`config.mk`:
```
export PLATFORM = sky130hd
export DESIGN_NAME = global_priority_forward_regs
export DESIGN_NICKNAME = d
export VERILOG_FILES = /design/src/global_priority_forward_pkg.sv /design/src/global_priority_forward_regs.sv
export SDC_FILE = /design/constraint.sdc
export NUM_CORES = 1
export LEC_CHECK = 0
export ABC_AREA = 1
export BUFFER_PORTS_ARGS = -buffer_cell sky130_fd_sc_hd__buf_4
export CORE_ASPECT_RATIO = 1.75
export CORE_MARGIN = 1
export CORE_UTILIZATION = 25
export CTS_CLUSTER_DIAMETER = 60
export DETAILED_ROUTE_END_ITERATION = 12
export RECOVER_POWER = 25
export SETUP_SLACK_MARGIN = 0.5
export SLEW_MARGIN = 30
export SYNTH_ARGS = -nofsm -noshare
export SYNTH_HDL_FRONTEND = slang
export SYNTH_SLANG_ARGS = --single-unit
```
`constraint.sdc`:
```
create_clock -name clk -period 1.3 [get_ports clk]
set_input_delay 0.325 -clock clk [delete_from_list [all_inputs] [get_ports clk]]
set_output_delay 0.325 -clock clk [all_outputs]
set_load 0.005 [all_outputs]
```
`src/global_priority_forward_pkg.sv`:
```
// Constants for the global priority and forwarding register bank
package global_priority_forward_pkg;
   localparam int ADDR_W = 8;
   localparam int DATA_W = 8;
   localparam logic [7:0] FACTORY_TEST_A_OFFSET = 8'h09;
   localparam logic [7:0] FACTORY_TEST_B_OFFSET = 8'h0A;
   localparam logic [7:0] HOST_CLOCK_SELECT_OFFSET = 8'h0B;
   localparam logic [7:0] PRIORITY_MAP_LOW_OFFSET = 8'h0C;
   localparam logic [7:0] PRIORITY_MAP_HIGH_OFFSET = 8'h0D;
   localparam logic [7:0] UNKNOWN_DEST_FORWARD_OFFSET = 8'h0E;
   localparam logic [7:0] FACTORY_TEST_A_RESET = 8'h24;
   localparam logic [7:0] FACTORY_TEST_B_RESET = 8'h35;
   localparam logic [7:0] PRIORITY_MAP_LOW_RESET = 8'h50;
   localparam logic [7:0] PRIORITY_MAP_HIGH_RESET = 8'hFA;
   // Clock select field position and read-only low pattern
   localparam int CLK_SEL_LSB = 6;
   localparam logic [1:0] CLK_SEL_RESET = 2'h2;
   localparam logic [5:0] CLK_SEL_RO_BITS = 6'h08;
   // Forwarding control bit positions
   localparam int FWD_ENABLE_BIT = 7;
   localparam int DRIVE_BIT = 6;
   localparam int RSVD_HI_BIT = 5;
   localparam int RSVD_RO_BIT = 4;
   localparam int RSVD_LO_BIT = 3;
   localparam logic FWD_ENABLE_RESET = 1'b0;
   localparam logic DRIVE_RESET = 1'b1;
   localparam logic RSVD_RW_RESET = 1'b0;
   localparam logic [2:0] PORT_MASK_RESET = 3'h7;
   typedef enum logic [1:0]
   {
      HOST_CLK_31M25 = 2'b00,
      HOST_CLK_62M5 = 2'b01,
      HOST_CLK_125M = 2'b10,
      HOST_CLK_RSVD = 2'b11
   } host_clk_e;
endpackage

```
`src/global_priority_forward_regs.sv`:
```
// Global control registers: host clock select, tag priority map, unknown-destination forwarding
`timescale 1ns/1ps
// Summary of operation
// - Clock select 00 runs host interface logic at 31.25 MHz, serial under 6 MHz.
// - Clock select 01 runs host interface logic at 62.5 MHz, serial 6 to 12.5 MHz.
// - Clock select in bits 7-6 value 10 gives 125 MHz; it is the reset default.
// - Each of eight tag values has a two-bit field giving the frame priority.
// - Low map register holds tags 0-3, resetting to 00, 00, 01, 01.
// - High map register holds tags 4-7, resetting to 10, 10, 11, 11.
// - Enable bit 7 sends unknown-destination frames only to masked ports; resets 0.
// - Mask bits 2-0 select ports 3, 2, 1; one includes, zero excludes.
// - Mask resets to 111 and acts only while the enable is set.
// - Drive bit selects 16 mA when set, 8 mA when clear; resets to 1.
// - Two factory-test registers are read-only, returning 0x24 and 0x35.
// - Unclassified or unclassifiable frames take the port default priority.
module global_priority_forward_regs
(
   // Clock and reset
   input wire logic clk,
   input wire logic reset_n,
   // Register access from the management interface
   input wire logic reg_wr,
   input wire logic reg_rd,
   input wire logic [global_priority_forward_pkg::ADDR_W-1:0] reg_addr,
   input wire logic [global_priority_forward_pkg::DATA_W-1:0] reg_wdata,
   output logic [global_priority_forward_pkg::DATA_W-1:0] reg_rdata,
   // Frame classification request
   input wire logic cls_valid,
   input wire logic [2:0] cls_tag_pcp,
   input wire logic cls_classify_ok,
   input wire logic [1:0] cls_port_default,
   output logic cls_prio_valid,
   output logic [1:0] cls_prio,
   // Forwarding decision for unknown destination frames
   input wire logic [2:0] fwd_flood_ports,
   output logic [2:0] fwd_unknown_ports,
   // Static controls to clock generation and pads
   output logic [1:0] host_clk_sel,
   output logic pad_drive_16ma
);
   import global_priority_forward_pkg::*;

   // Every stored bit and every registered output lives in one struct
   typedef struct packed
   {
      // Host interface clock select
      logic [1:0] clk_sel;
      // Tag priority map, one two-bit field per tag value
      logic [1:0] prio_map_pcp_zero;
      logic [1:0] prio_map_pcp_one;
      logic [1:0] prio_map_pcp_two;
      logic [1:0] prio_map_pcp_three;
      logic [1:0] prio_map_pcp_four;
      logic [1:0] prio_map_pcp_five;
      logic [1:0] prio_map_pcp_six;
      logic [1:0] prio_map_pcp_seven;
      // Unknown-destination forwarding control
      logic fwd_enable;
      logic drive;
      logic rsvd_hi;
      logic rsvd_lo;
      logic [2:0] port_mask;
      // Registered read data and lookup results
      logic [7:0] rdata;
      logic prio_valid;
      logic [1:0] prio;
      logic [2:0] unknown_ports;
   } state_s;

   state_s state_reg;
   state_s state_next;
   // Register selects decoded once from the byte address
   logic hit_factory_a;
   logic hit_factory_b;
   logic hit_clk_sel;
   logic hit_map_low;
   logic hit_map_high;
   logic hit_fwd;
   // Read views of the two map registers and the forwarding register
   logic [7:0] map_low_view;
   logic [7:0] map_high_view;
   logic [7:0] fwd_view;
   logic [7:0] rd_mux;
   // Clock select code carried by the write data
   host_clk_e clk_sel_wr;
   // Tag lookup result before the port default is applied
   logic [1:0] mapped_prio;
   // Per-port choice between the mask and the normal flood set
   logic [2:0] port_pick;

   // Address decode shared by the read and write paths
   always_comb
   begin
      hit_factory_a = (reg_addr == FACTORY_TEST_A_OFFSET);
      hit_factory_b = (reg_addr == FACTORY_TEST_B_OFFSET);
      hit_clk_sel = (reg_addr == HOST_CLOCK_SELECT_OFFSET);
      hit_map_low = (reg_addr == PRIORITY_MAP_LOW_OFFSET);
      hit_map_high = (reg_addr == PRIORITY_MAP_HIGH_OFFSET);
      hit_fwd = (reg_addr == UNKNOWN_DEST_FORWARD_OFFSET);
   end

   // Fields are packed back in register order, tag 0 in the low bits
   always_comb
   begin
      map_low_view = {state_reg.prio_map_pcp_three, state_reg.prio_map_pcp_two,
         state_reg.prio_map_pcp_one, state_reg.prio_map_pcp_zero};
      map_high_view = {state_reg.prio_map_pcp_seven, state_reg.prio_map_pcp_six,
         state_reg.prio_map_pcp_five, state_reg.prio_map_pcp_four};
      // Bit 4 is read-only and always reads zero
      fwd_view = {state_reg.fwd_enable, state_reg.drive, state_reg.rsvd_hi, 1'b0,
         state_reg.rsvd_lo, state_reg.port_mask};
   end

   // Unmapped addresses read as zero
   always_comb
   begin
      rd_mux = 8'h00;
      if (hit_factory_a)
      begin
         rd_mux = FACTORY_TEST_A_RESET;
      end
      else if (hit_factory_b)
      begin
         rd_mux = FACTORY_TEST_B_RESET;
      end
      else if (hit_clk_sel)
      begin
         rd_mux = {state_reg.clk_sel, CLK_SEL_RO_BITS};
      end
      else if (hit_map_low)
      begin
         rd_mux = map_low_view;
      end
      else if (hit_map_high)
      begin
         rd_mux = map_high_view;
      end
      else if (hit_fwd)
      begin
         rd_mux = fwd_view;
      end
   end

   // Every code is kept as written so software reads back what it stored
   always_comb
   begin
      case (reg_wdata[CLK_SEL_LSB +: 2])
         HOST_CLK_31M25: clk_sel_wr = HOST_CLK_31M25;
         HOST_CLK_62M5: clk_sel_wr = HOST_CLK_62M5;
         HOST_CLK_125M: clk_sel_wr = HOST_CLK_125M;
         // Unassigned code, left to the clock generator to interpret
         HOST_CLK_RSVD: clk_sel_wr = HOST_CLK_RSVD;
         default: clk_sel_wr = HOST_CLK_125M;
      endcase
   end

   always_comb
   begin
      case (cls_tag_pcp)
         3'h0: mapped_prio = state_reg.prio_map_pcp_zero;
         3'h1: mapped_prio = state_reg.prio_map_pcp_one;
         3'h2: mapped_prio = state_reg.prio_map_pcp_two;
         3'h3: mapped_prio = state_reg.prio_map_pcp_three;
         3'h4: mapped_prio = state_reg.prio_map_pcp_four;
         3'h5: mapped_prio = state_reg.prio_map_pcp_five;
         3'h6: mapped_prio = state_reg.prio_map_pcp_six;
         3'h7: mapped_prio = state_reg.prio_map_pcp_seven;
         default: mapped_prio = state_reg.prio_map_pcp_zero;
      endcase
   end

   // normal flood
   // Mask bit 2 steers port 3 and bit 0 port 1, the same order as the flood set
   always_comb
   begin
      for (int p = 0; p < 3; p++)
      begin
         port_pick[p] = state_reg.fwd_enable ? state_reg.port_mask[p] : fwd_flood_ports[p];
      end
   end

   always_comb
   begin
      state_next = state_reg;
      // Read data holds until the next read so a slow serial engine can shift it out
      if (reg_rd)
      begin
         state_next.rdata = rd_mux;
      end

      // Clock select write
      if (reg_wr && hit_clk_sel)
      begin
         state_next.clk_sel = clk_sel_wr;
      end

      if (reg_wr && hit_map_low)
      begin
         state_next.prio_map_pcp_zero = reg_wdata[1:0];
         state_next.prio_map_pcp_one = reg_wdata[3:2];
         state_next.prio_map_pcp_two = reg_wdata[5:4];
         state_next.prio_map_pcp_three = reg_wdata[7:6];
      end

      if (reg_wr && hit_map_high)
      begin
         state_next.prio_map_pcp_four = reg_wdata[1:0];
         state_next.prio_map_pcp_five = reg_wdata[3:2];
         state_next.prio_map_pcp_six = reg_wdata[5:4];
         state_next.prio_map_pcp_seven = reg_wdata[7:6];
      end

      if (reg_wr && hit_fwd)
      begin
         state_next.fwd_enable = reg_wdata[FWD_ENABLE_BIT];
         state_next.drive = reg_wdata[DRIVE_BIT];
         // Reserved bits 5 and 3 stored; bit 4 is not
         state_next.rsvd_hi = reg_wdata[RSVD_HI_BIT];
         state_next.rsvd_lo = reg_wdata[RSVD_LO_BIT];
         state_next.port_mask = reg_wdata[2:0];
      end

      // test read-only
      // Writes to the factory-test addresses have no storage to land in
      state_next.prio_valid = cls_valid;
      if (cls_valid)
      begin
         if (!cls_classify_ok)
         begin
            state_next.prio = cls_port_default;
         end
         else
         begin
            state_next.prio = mapped_prio;
         end
      end

      state_next.unknown_ports = port_pick;
   end

   always_ff @(posedge clk)
   begin
      if (!reset_n)
      begin
         state_reg.clk_sel <= CLK_SEL_RESET;
         state_reg.prio_map_pcp_zero <= PRIORITY_MAP_LOW_RESET[1:0];
         state_reg.prio_map_pcp_one <= PRIORITY_MAP_LOW_RESET[3:2];
         state_reg.prio_map_pcp_two <= PRIORITY_MAP_LOW_RESET[5:4];
         state_reg.prio_map_pcp_three <= PRIORITY_MAP_LOW_RESET[7:6];
         state_reg.prio_map_pcp_four <= PRIORITY_MAP_HIGH_RESET[1:0];
         state_reg.prio_map_pcp_five <= PRIORITY_MAP_HIGH_RESET[3:2];
         state_reg.prio_map_pcp_six <= PRIORITY_MAP_HIGH_RESET[5:4];
         state_reg.prio_map_pcp_seven <= PRIORITY_MAP_HIGH_RESET[7:6];
         state_reg.fwd_enable <= FWD_ENABLE_RESET;
         state_reg.drive <= DRIVE_RESET;
         state_reg.rsvd_hi <= RSVD_RW_RESET;
         state_reg.rsvd_lo <= RSVD_RW_RESET;
         state_reg.port_mask <= PORT_MASK_RESET;
         // Read data and lookup outputs clear too, so nothing downstream acts on a stale lookup
         state_reg.rdata <= 8'h00;
         state_reg.prio_valid <= 1'b0;
         state_reg.prio <= 2'h0;
         state_reg.unknown_ports <= 3'h0;
      end
      else
      begin
         state_reg <= state_next;
      end
   end

   // Outputs come straight from the state register
   assign reg_rdata = state_reg.rdata;
   assign cls_prio_valid = state_reg.prio_valid;
   assign cls_prio = state_reg.prio;
   assign fwd_unknown_ports = state_reg.unknown_ports;
   assign host_clk_sel = state_reg.clk_sel;
   assign pad_drive_16ma = state_reg.drive;

endmodule // global_priority_forward_regs

```
== Yosys cells after proc, flatten, opt, wreduce, memory -nomap -nowiden ==
Index checks and enable logic that the tools add are counted.

* Output and inout port bits: 17
* Word-level logic and storage cells: 52
* Register bits after elaboration: 39

* Eq/ne operators: 16
* Multiplexer cells: 12
* Reduce and logical (&&, ||, !) cells: 6

{| class="wikitable"
|+ Operator list
! cell !! number
|-
| $eq A8 B4 Y1 const B || 6
|-
| $mux W8 || 6
|-
| $pmux W2 S8 || 1
|-
| $eq A3 B3 Y1 const B || 4
|-
| $pmux W2 S4 || 1
|-
| $eq A3 B2 Y1 const B || 2
|-
| $eq A2 B2 Y1 const B || 2
|-
| $logic_and A1 B1 Y1 || 4
|-
| $eq A3 B1 Y1 const B || 1
|-
| $logic_not A3 Y1 || 1
|-
| $mux W1 || 3
|-
| $eq A2 B1 Y1 const B || 1
|-
| $logic_not A2 Y1 || 1
|-
| $mux W2 || 1
|}

== Depth between registers and ports, before layout ==
Gate-level depths: netlist of the first run.

* Depth in word-level cells: 7
* Depth in mapped cells: 10
* Mapped depth without buffers: 10

== Worst setup path after synthesis of the first run ==
Ideal clock, no wire load.

* Path type: input port to flip-flop
* From: in reg_addr[7] (netlist name)
* To: reg state_reg (netlist bit map_low_view[3])
* Path slack: 52 ps
* Buffers on the path: 0
* Required time: 1183 ps
* Stages: 8
* Arrival time: 1131 ps
* Cells stage by stage: nor2_1 nand2_2 nor2_4 inv_2 nor2_8 inv_4 o21ai_1 a21oi_1

* Longest elaborated chain between the ends: 2

{| class="wikitable"
|+ RTL lines
! item !! line !! source
|-
| start, declared || global_priority_forward_regs.sv:24 || <nowiki>input wire logic [global_priority_forward_pkg::ADDR_W-1:0] reg_addr,</nowiki>
|-
| $eq A8 B4 Y1 || global_priority_forward_regs.sv:97 || <nowiki>hit_map_low = (reg_addr == PRIORITY_MAP_LOW_OFFSET);</nowiki>
|-
| $logic_and A1 B1 Y1 || global_priority_forward_regs.sv:197 || <nowiki>if (reg_wr && hit_map_low)</nowiki>
|-
| end signal, assigned || global_priority_forward_regs.sv:267 || <nowiki>state_reg <= state_next;</nowiki>
|-
| end, declared || global_priority_forward_regs.sv:70 || <nowiki>state_s state_reg;</nowiki>
|}

Every way passes these cells.
A chain may end at the register's enable or synchronous reset.

== Final worst setup path of the first run ==
* From: in reg_addr[7] (netlist name)
* To: reg state_reg (netlist bit reg_rdata[0])

* Longest elaborated chain between the ends: 7
* Elaborated cells between the ends (all ways): 12
* Classes of those cells: eq/ne (6); mux (6)

{| class="wikitable"
|+ RTL lines
! item !! line !! source
|-
| $eq A8 B4 Y1 || global_priority_forward_regs.sv:99 || <nowiki>hit_fwd = (reg_addr == UNKNOWN_DEST_FORWARD_OFFSET);</nowiki>
|-
| $mux W8 || global_priority_forward_regs.sv:138 || <nowiki>else if (hit_fwd)</nowiki>
|-
| $mux W8 || global_priority_forward_regs.sv:134 || <nowiki>else if (hit_map_high)</nowiki>
|-
| $mux W8 || global_priority_forward_regs.sv:130 || <nowiki>else if (hit_map_low)</nowiki>
|-
| $mux W8 || global_priority_forward_regs.sv:126 || <nowiki>else if (hit_clk_sel)</nowiki>
|-
| $mux W8 || global_priority_forward_regs.sv:122 || <nowiki>else if (hit_factory_b)</nowiki>
|-
| $mux W8 (*) || global_priority_forward_regs.sv:118 || <nowiki>if (hit_factory_a)</nowiki>
|}

Mark *: on every way between the ends. The rest lies on a longest branch, timed or not.

==> results of run 1 <==
==> how the worst min path moves through the flow <==
stage	startpoint	to	slack [ps]	cells after the start
6_report	cls_valid	cls_prio_valid	250	3
5_1_grt	cls_valid	cls_prio_valid	270	3
4_1_cts	cls_valid	cls_prio_valid	260	3
3_5_place_dp	reg_rdata[6]	reg_rdata[6]	450	2
3_3_place_gp	reg_rdata[6]	reg_rdata[6]	460	2
2_1_floorplan	cls_valid	cls_prio_valid	420	2
==> cell type report <==
class / count / area [um^2] / area share (%)
Clock buffer: 7 / 153 / 4.53
Clock inverter: 1 / 7.51 / 0.223
Inverter: 33 / 181 / 5.38
Multi-Input combinational cell: 208 / 1330 / 39.5
Sequential cell: 39 / 803 / 23.8
Tap cell: 88 / 110 / 3.26
Timing Repair Buffer: 78 / 779 / 23.1
Timing Repair inverter: 1 / 6.26 / 0.185
==> placed cells by master, fill, tap and decap left out, types with 2 or more instances in the layout <==
cell type   instances
nor2_1             19
nand3_2            20
buf_12              4
inv_4               4
buf_6              32
inv_1              18
o21ai_0            10
nand4_1            11
nand2_2            25
dfxtp_2            18
buf_8               4
o211ai_1            5
nor2_2              3
clkbuf_4            2
nand3_1            10
buf_4              34
o21ai_2             2
a21oi_1            19
inv_2               4
nor2_4              8
a21oi_2             4
dfxtp_1            21
clkbuf_16           5
inv_12              2
inv_6               3
nor3_4              2
nand2_4             8
clkbuf_8            2
clkinvlp_4          2
nand2_1            52
==> registers in the layout, summed over array words and instances, names as in the netlist <==
signal,flops
map_high_view,8
fwd_view,6
pad_drive_16ma,1
cls_prio,2
cls_prio_valid,1
map_low_view,8
fwd_unknown_ports,3
reg_rdata,8
host_clk_sel,2
==> cell families after synthesis <==
logic type / after synthesis / share of synthesized area [%]
AND/OR/NAND/NOR: 165 / 38.7
AO/OA/AOI/OAI: 43 / 12.7
buffers and inverters: 40 / 8.32
flip-flops: 39 / 40.3
==> Yosys cell counts (all sizes together) <==
cell type,instances
nand4,11
nand3,31
a211oi,1
nor2,31
o211ai,6
o21ai,13
nor2b,1
nor3,4
nand3b,1
buf,4
clkinv,1
nand2,86
clkbuf,3
a21oi,23
inv,32
dfxtp,39
==> stage by stage <==
| step | power (uW) | TNS (ps) | hold slack [ps] | instances |
|---|---|---|---|---|
| after floorplan | 1410 | 0 | 418 | 287 |
| after global placement | 1590 | -1720 | 456 | 432 |
| after detailed placement | 1590 | -2020 | 453 | 432 |
| after CTS | 2930 | 0 | 255 | 447 |
| after global routing | 3030 | 0 | 267 | 455 |
| final | 2940 | 0 | 247 | 455 |
==> power by group <==
group | switching [uW] | total (uW) | internal [uW]
combinational | 216 | 415 | 198
clock | 484 | 1300 | 815
sequential | 9.66 | 1220 | 1210
==> per-layer routing <==
layer | vias up | wire length (um) | global-route usage, %
met5 | - | 0 | 0
met4 | 0 | 371 | 13.2
met3 | 26 | 302 | 2.70
met2 | 69 | 3660 | 30.5
met1 | 1046 | 2270 | 16.4
li1 | 1099 | - | -
==> timing repair <==
action / in CTS / in global routing
buffers inserted: 5 / 8
cloned: 2 / 0
endpoints found under the setup margin: 52 / 54
pin swaps: 27 / 28
gates resized for setup: 82 / 56
==> tightest hold or removal path: cells and delay by family <==
kind	cells	cell delay (ps)
buffers and inverters	2	140
AND/OR/NAND/NOR	1	50
==> impl_metrics.env, run 1 <==
export IMPL_outcome="finished, final reports clean"
export IMPL_yosysSeqAreaShare_pct=40.3
export IMPL_hold_viol=0
export IMPL_peakVddDrop_v=0.000465
export IMPL_via_count=2240
export IMPL_area_delta_synth_final_pct=73.9
export IMPL_grt_pass1_vias=2232
export IMPL_fp_dieArea_um2=8130
export IMPL_path_cells="buf_12 -> inv_12 -> nand2_4 -> nor2_4 -> buf_6 -> buf_6 -> nand3_1 -> nand4_1 -> nand2_1 -> a21oi_1"
export IMPL_cp_depth=10
export IMPL_synthCells=287
export IMPL_setup_viol=0
export IMPL_yosys_area_top_type_share_pct=40.3
export IMPL_critPathBufInv=4
export IMPL_worstRegToRegCells=6
export IMPL_htree_num_levels=2
export IMPL_synth_area_top_cells="dfxtp_1 40%, nand2_1 16%, nand3_1 8.0%"
export IMPL_gp_congestion=0.911
export IMPL_grt_pass1_wl_um=10100
export IMPL_mappedNetlistArea_um2=1940
export IMPL_path_delay_family="simple AND/OR/NAND/NOR gates"
export IMPL_cts_reportedPaths_clkPinSlew_ps=60
export IMPL_wl_per_cell_um=14.5
export IMPL_leakagePower_uw=0.00150
export IMPL_grt_max_degree=26
export IMPL_max_freq_ghz=0.864
export IMPL_fin_util_pct=44.9
export IMPL_cts_buffers=5
export IMPL_wl_um=6600
export IMPL_root_buffer="clkbuf_16"
export IMPL_ctsHoldBuffers=0
export IMPL_slew_headroom_pct=61.6
export IMPL_drt_iter0_markers=109
export IMPL_reg2reg_slack_ps=350
export IMPL_grt_total_usage_pct=17.2
export IMPL_min_period_ps=1160
export IMPL_cp_end_kind="register"
export IMPL_synth_fp_nets=317
export IMPL_worstMarginPinSlew_ps=576
export IMPL_antenna_found_initial=0
export IMPL_reg2reg_to="cls_prio[0]"
export IMPL_ys_warn_count=0
export IMPL_layout_drive_gt1_share_pct=54.0
export IMPL_core_area_um2=7510
export IMPL_setup_ws_ps=142
export IMPL_nNetsFinal=396
export IMPL_drv_slew=0
export IMPL_n_fill_cell=763
export IMPL_clk_path_buf_depth=2
export IMPL_reg2reg_from="map_high_view[2]"
export IMPL_dpl_cell_area_um2=2670
export IMPL_avgSynthCellArea_um2=6.76
export IMPL_synth_seq_cells=39
export IMPL_power_density_nw_per_um2=871
export IMPL_ant_nets=0
export IMPL_drc=0
export IMPL_rows=42
export IMPL_hpwl_um=4920
export IMPL_port_buffers=46
export IMPL_rsz0062_at_grt="true"
export IMPL_grt_overflow=0
export IMPL_tritoncts="yes"
export IMPL_critPathMaxStageDelay_ps=210
export IMPL_cp_slowest_cell="nor2_4"
export IMPL_path_common_cell="buf_6"
export IMPL_start_util_pct=25.8
export IMPL_cap_violations=0
export IMPL_yosysTopAreaCell="dfxtp_1"
export IMPL_die_w_um=68.6
export IMPL_skew_ps=8.89
export IMPL_die_y_um=119
export IMPL_cp_max_fo=5
export IMPL_via_per_inst=4.92
export IMPL_critPathKind="input port to register"
export IMPL_num_antenna_cells=0
export IMPL_hold_path_class="input port to register"
export IMPL_place_ws_ps=-116
export IMPL_first_pass_iters=4
export IMPL_design_area_um2=3370
export IMPL_clkLatencyLatePin_ps=290
export IMPL_cts_sinks=39
export IMPL_arrival_ps=1370
export IMPL_startpoint="reg_addr[7]"
export IMPL_crit_end="reg_rdata[0]"
export IMPL_cp_start_kind="input port"
export IMPL_ys_types=26
export IMPL_period_share_pct=89.1
export IMPL_required_ps=1510
export IMPL_io_pins=47
No activity file was read; power rests on OpenSTA's default activity.
==> inputs of run 2 (changes only) <==
Settings changed: CTS_BUF_LIST from default to sky130_fd_sc_hd__clkbuf_4 sky130_fd_sc_hd__clkbuf_8, PLACE_DENSITY_LB_ADDON from default to 0.3.
==> impl_metrics.env, run 2 (synthesis results as in run 1) <==
export IMPL_outcome="finished, final reports clean"
export IMPL_min_from="cls_valid"
export IMPL_required_ps=1470
export IMPL_critPathKind="input port to register"
export IMPL_power_density_nw_per_um2=766
export IMPL_skew_ps=9.20
export IMPL_hold_viol=0
export IMPL_min_period_ps=1120
export IMPL_worstRegToRegCells=6
export IMPL_io_pins=47
export IMPL_gp_congestion=0.890
export IMPL_layout_drive_gt1_share_pct=58.2
export IMPL_core_area_um2=7510
export IMPL_min_to="cls_prio_valid"
export IMPL_die_y_um=119
export IMPL_cts_buffers=5
export IMPL_fin_util_pct=46.9
export IMPL_ctsHoldBuffers=0
export IMPL_period_share_pct=86.1
export IMPL_final_common_cell="nand2_1"
export IMPL_grt_total_usage_pct=17.8
export IMPL_drv_slew=0
export IMPL_wl_per_cell_um=14.9
export IMPL_cap_violations=0
export IMPL_via_per_inst=4.97
export IMPL_reg2reg_to="cls_prio[0]"
export IMPL_rsz0062_at_grt="true"
export IMPL_cp_start_kind="input port"
export IMPL_start_util_pct=25.8
export IMPL_tritoncts="yes"
export IMPL_drc=0
export IMPL_reg2reg_from="map_high_view[0]"
export IMPL_root_buffer="clkbuf_8"
export IMPL_clk_path_buf_depth=2
export IMPL_cts_sinks=39
export IMPL_grt_pass1_vias=2203
export IMPL_n_fill_cell=746
export IMPL_cp_end_kind="register"
export IMPL_antenna_found_initial=0
export IMPL_hold_depth=3
export IMPL_grt_max_degree=19
export IMPL_setup_viol=0
export IMPL_worstMarginPinSlew_ps=458
export IMPL_dpl_cell_area_um2=2680
export IMPL_num_antenna_cells=0
export IMPL_cts_reportedPaths_clkPinSlew_ps=90
export IMPL_wl_um=6840
export IMPL_power_uw=2700
export IMPL_cp_max_fo=5
export IMPL_hpwl_um=4980
export IMPL_port_buffers=46
export IMPL_rows=42
export IMPL_hold_path_class="input port to register"
export IMPL_fp_dieArea_um2=8130
export IMPL_grt_pass1_wl_um=10500
export IMPL_tns_ps=0
export IMPL_ant_nets=0
export IMPL_path_delay_family="simple AND/OR/NAND/NOR gates"
export IMPL_peakVddDrop_v=0.000404
export IMPL_nNetsFinal=400
export IMPL_drt_iter0_markers=77
export IMPL_leakagePower_uw=0.00153
export IMPL_reg2reg_slack_ps=330
export IMPL_ff_latch_area_um2=811
export IMPL_slew_headroom_pct=69.5
export IMPL_critPathBufInv=3
export IMPL_area_delta_synth_final_pct=81.7
export IMPL_grt_overflow=0
export IMPL_critPathMaxStageDelay_ps=220
export IMPL_design_area_um2=3520
export IMPL_first_pass_iters=7
export IMPL_clkLatencyLatePin_ps=300
export IMPL_die_w_um=68.6
export IMPL_cp_slowest_cell="clkbuf_1"
export IMPL_arrival_ps=1290
export IMPL_path_cells="buf_8 -> buf_6 -> nand2_4 -> nor2_4 -> nand3_4 -> clkbuf_1 -> nand2_2 -> o211ai_1"
export IMPL_final_hold_worst_slack_ps=224
export IMPL_multi_input_area_um2=1430
export IMPL_max_freq_ghz=0.893
export IMPL_final_cell_mix="51 x nand2_1, 36 x buf_4, 31 x buf_6, 24 x nand2_2"
export IMPL_htree_num_levels=2
export IMPL_via_count=2280
-- run 2: worst max path at each step --
stage / start / to / cells after the start
final: reg_addr[0] / map_high_view[7] / 8
after global placement: reg_addr[7] / map_high_view[7] / 8
after CTS: pad_drive_16ma / pad_drive_16ma / 1
after global routing: reg_addr[0] / map_high_view[7] / 8
after floorplan: reg_addr[5] / map_low_view[3] / 8
after detailed placement: reg_addr[1] / map_low_view[3] / 9
-- run 2: layout make-up --
type                            count  share of cell area, %
Timing Repair Buffer               81                   24.3
Tap cell                           88                   3.12
Inverter                           33                   5.47
Clock inverter                      3                   1.31
Clock buffer                        5                   1.95
Timing Repair inverter              1                  0.319
Sequential cell                    39                   23.0
Multi-Input combinational cell    209                   40.5
-- run 2: what timing repair did --
item | CTS | global route
setup buffers | 10 | 6
resized for setup | 104 | 57
pin swaps | 32 | 33
setup endpoints to repair | 52 | 54
cloned | 3 | 1
-- run 2: where the power goes --
part	switching, uW	internal (uW)	total (uW)
combinational	227	210	437
clock	464	578	1040
sequential	10.2	1210	1220
-- run 2: stage by stage --
step	std cells	worst slack [ps]
3_3_place_gp	431	-100
4_1_cts	452	226
3_5_place_dp	431	-109
6_report	459	181
2_1_floorplan	287	76.6
5_1_grt	459	132
-- run 2: tightest hold or removal path, cell delays in order --
cell     delay [ps]
buf_4           100
nand2_1          40
inv_1            40
-- run 2: metal layers --
metal / wire length (um) / global-route usage (%)
met1: 2310 / 17.5
met2: 3880 / 33.0
met3: 263 / 2.12
met4: 388 / 10.5
met5: 0 / 0
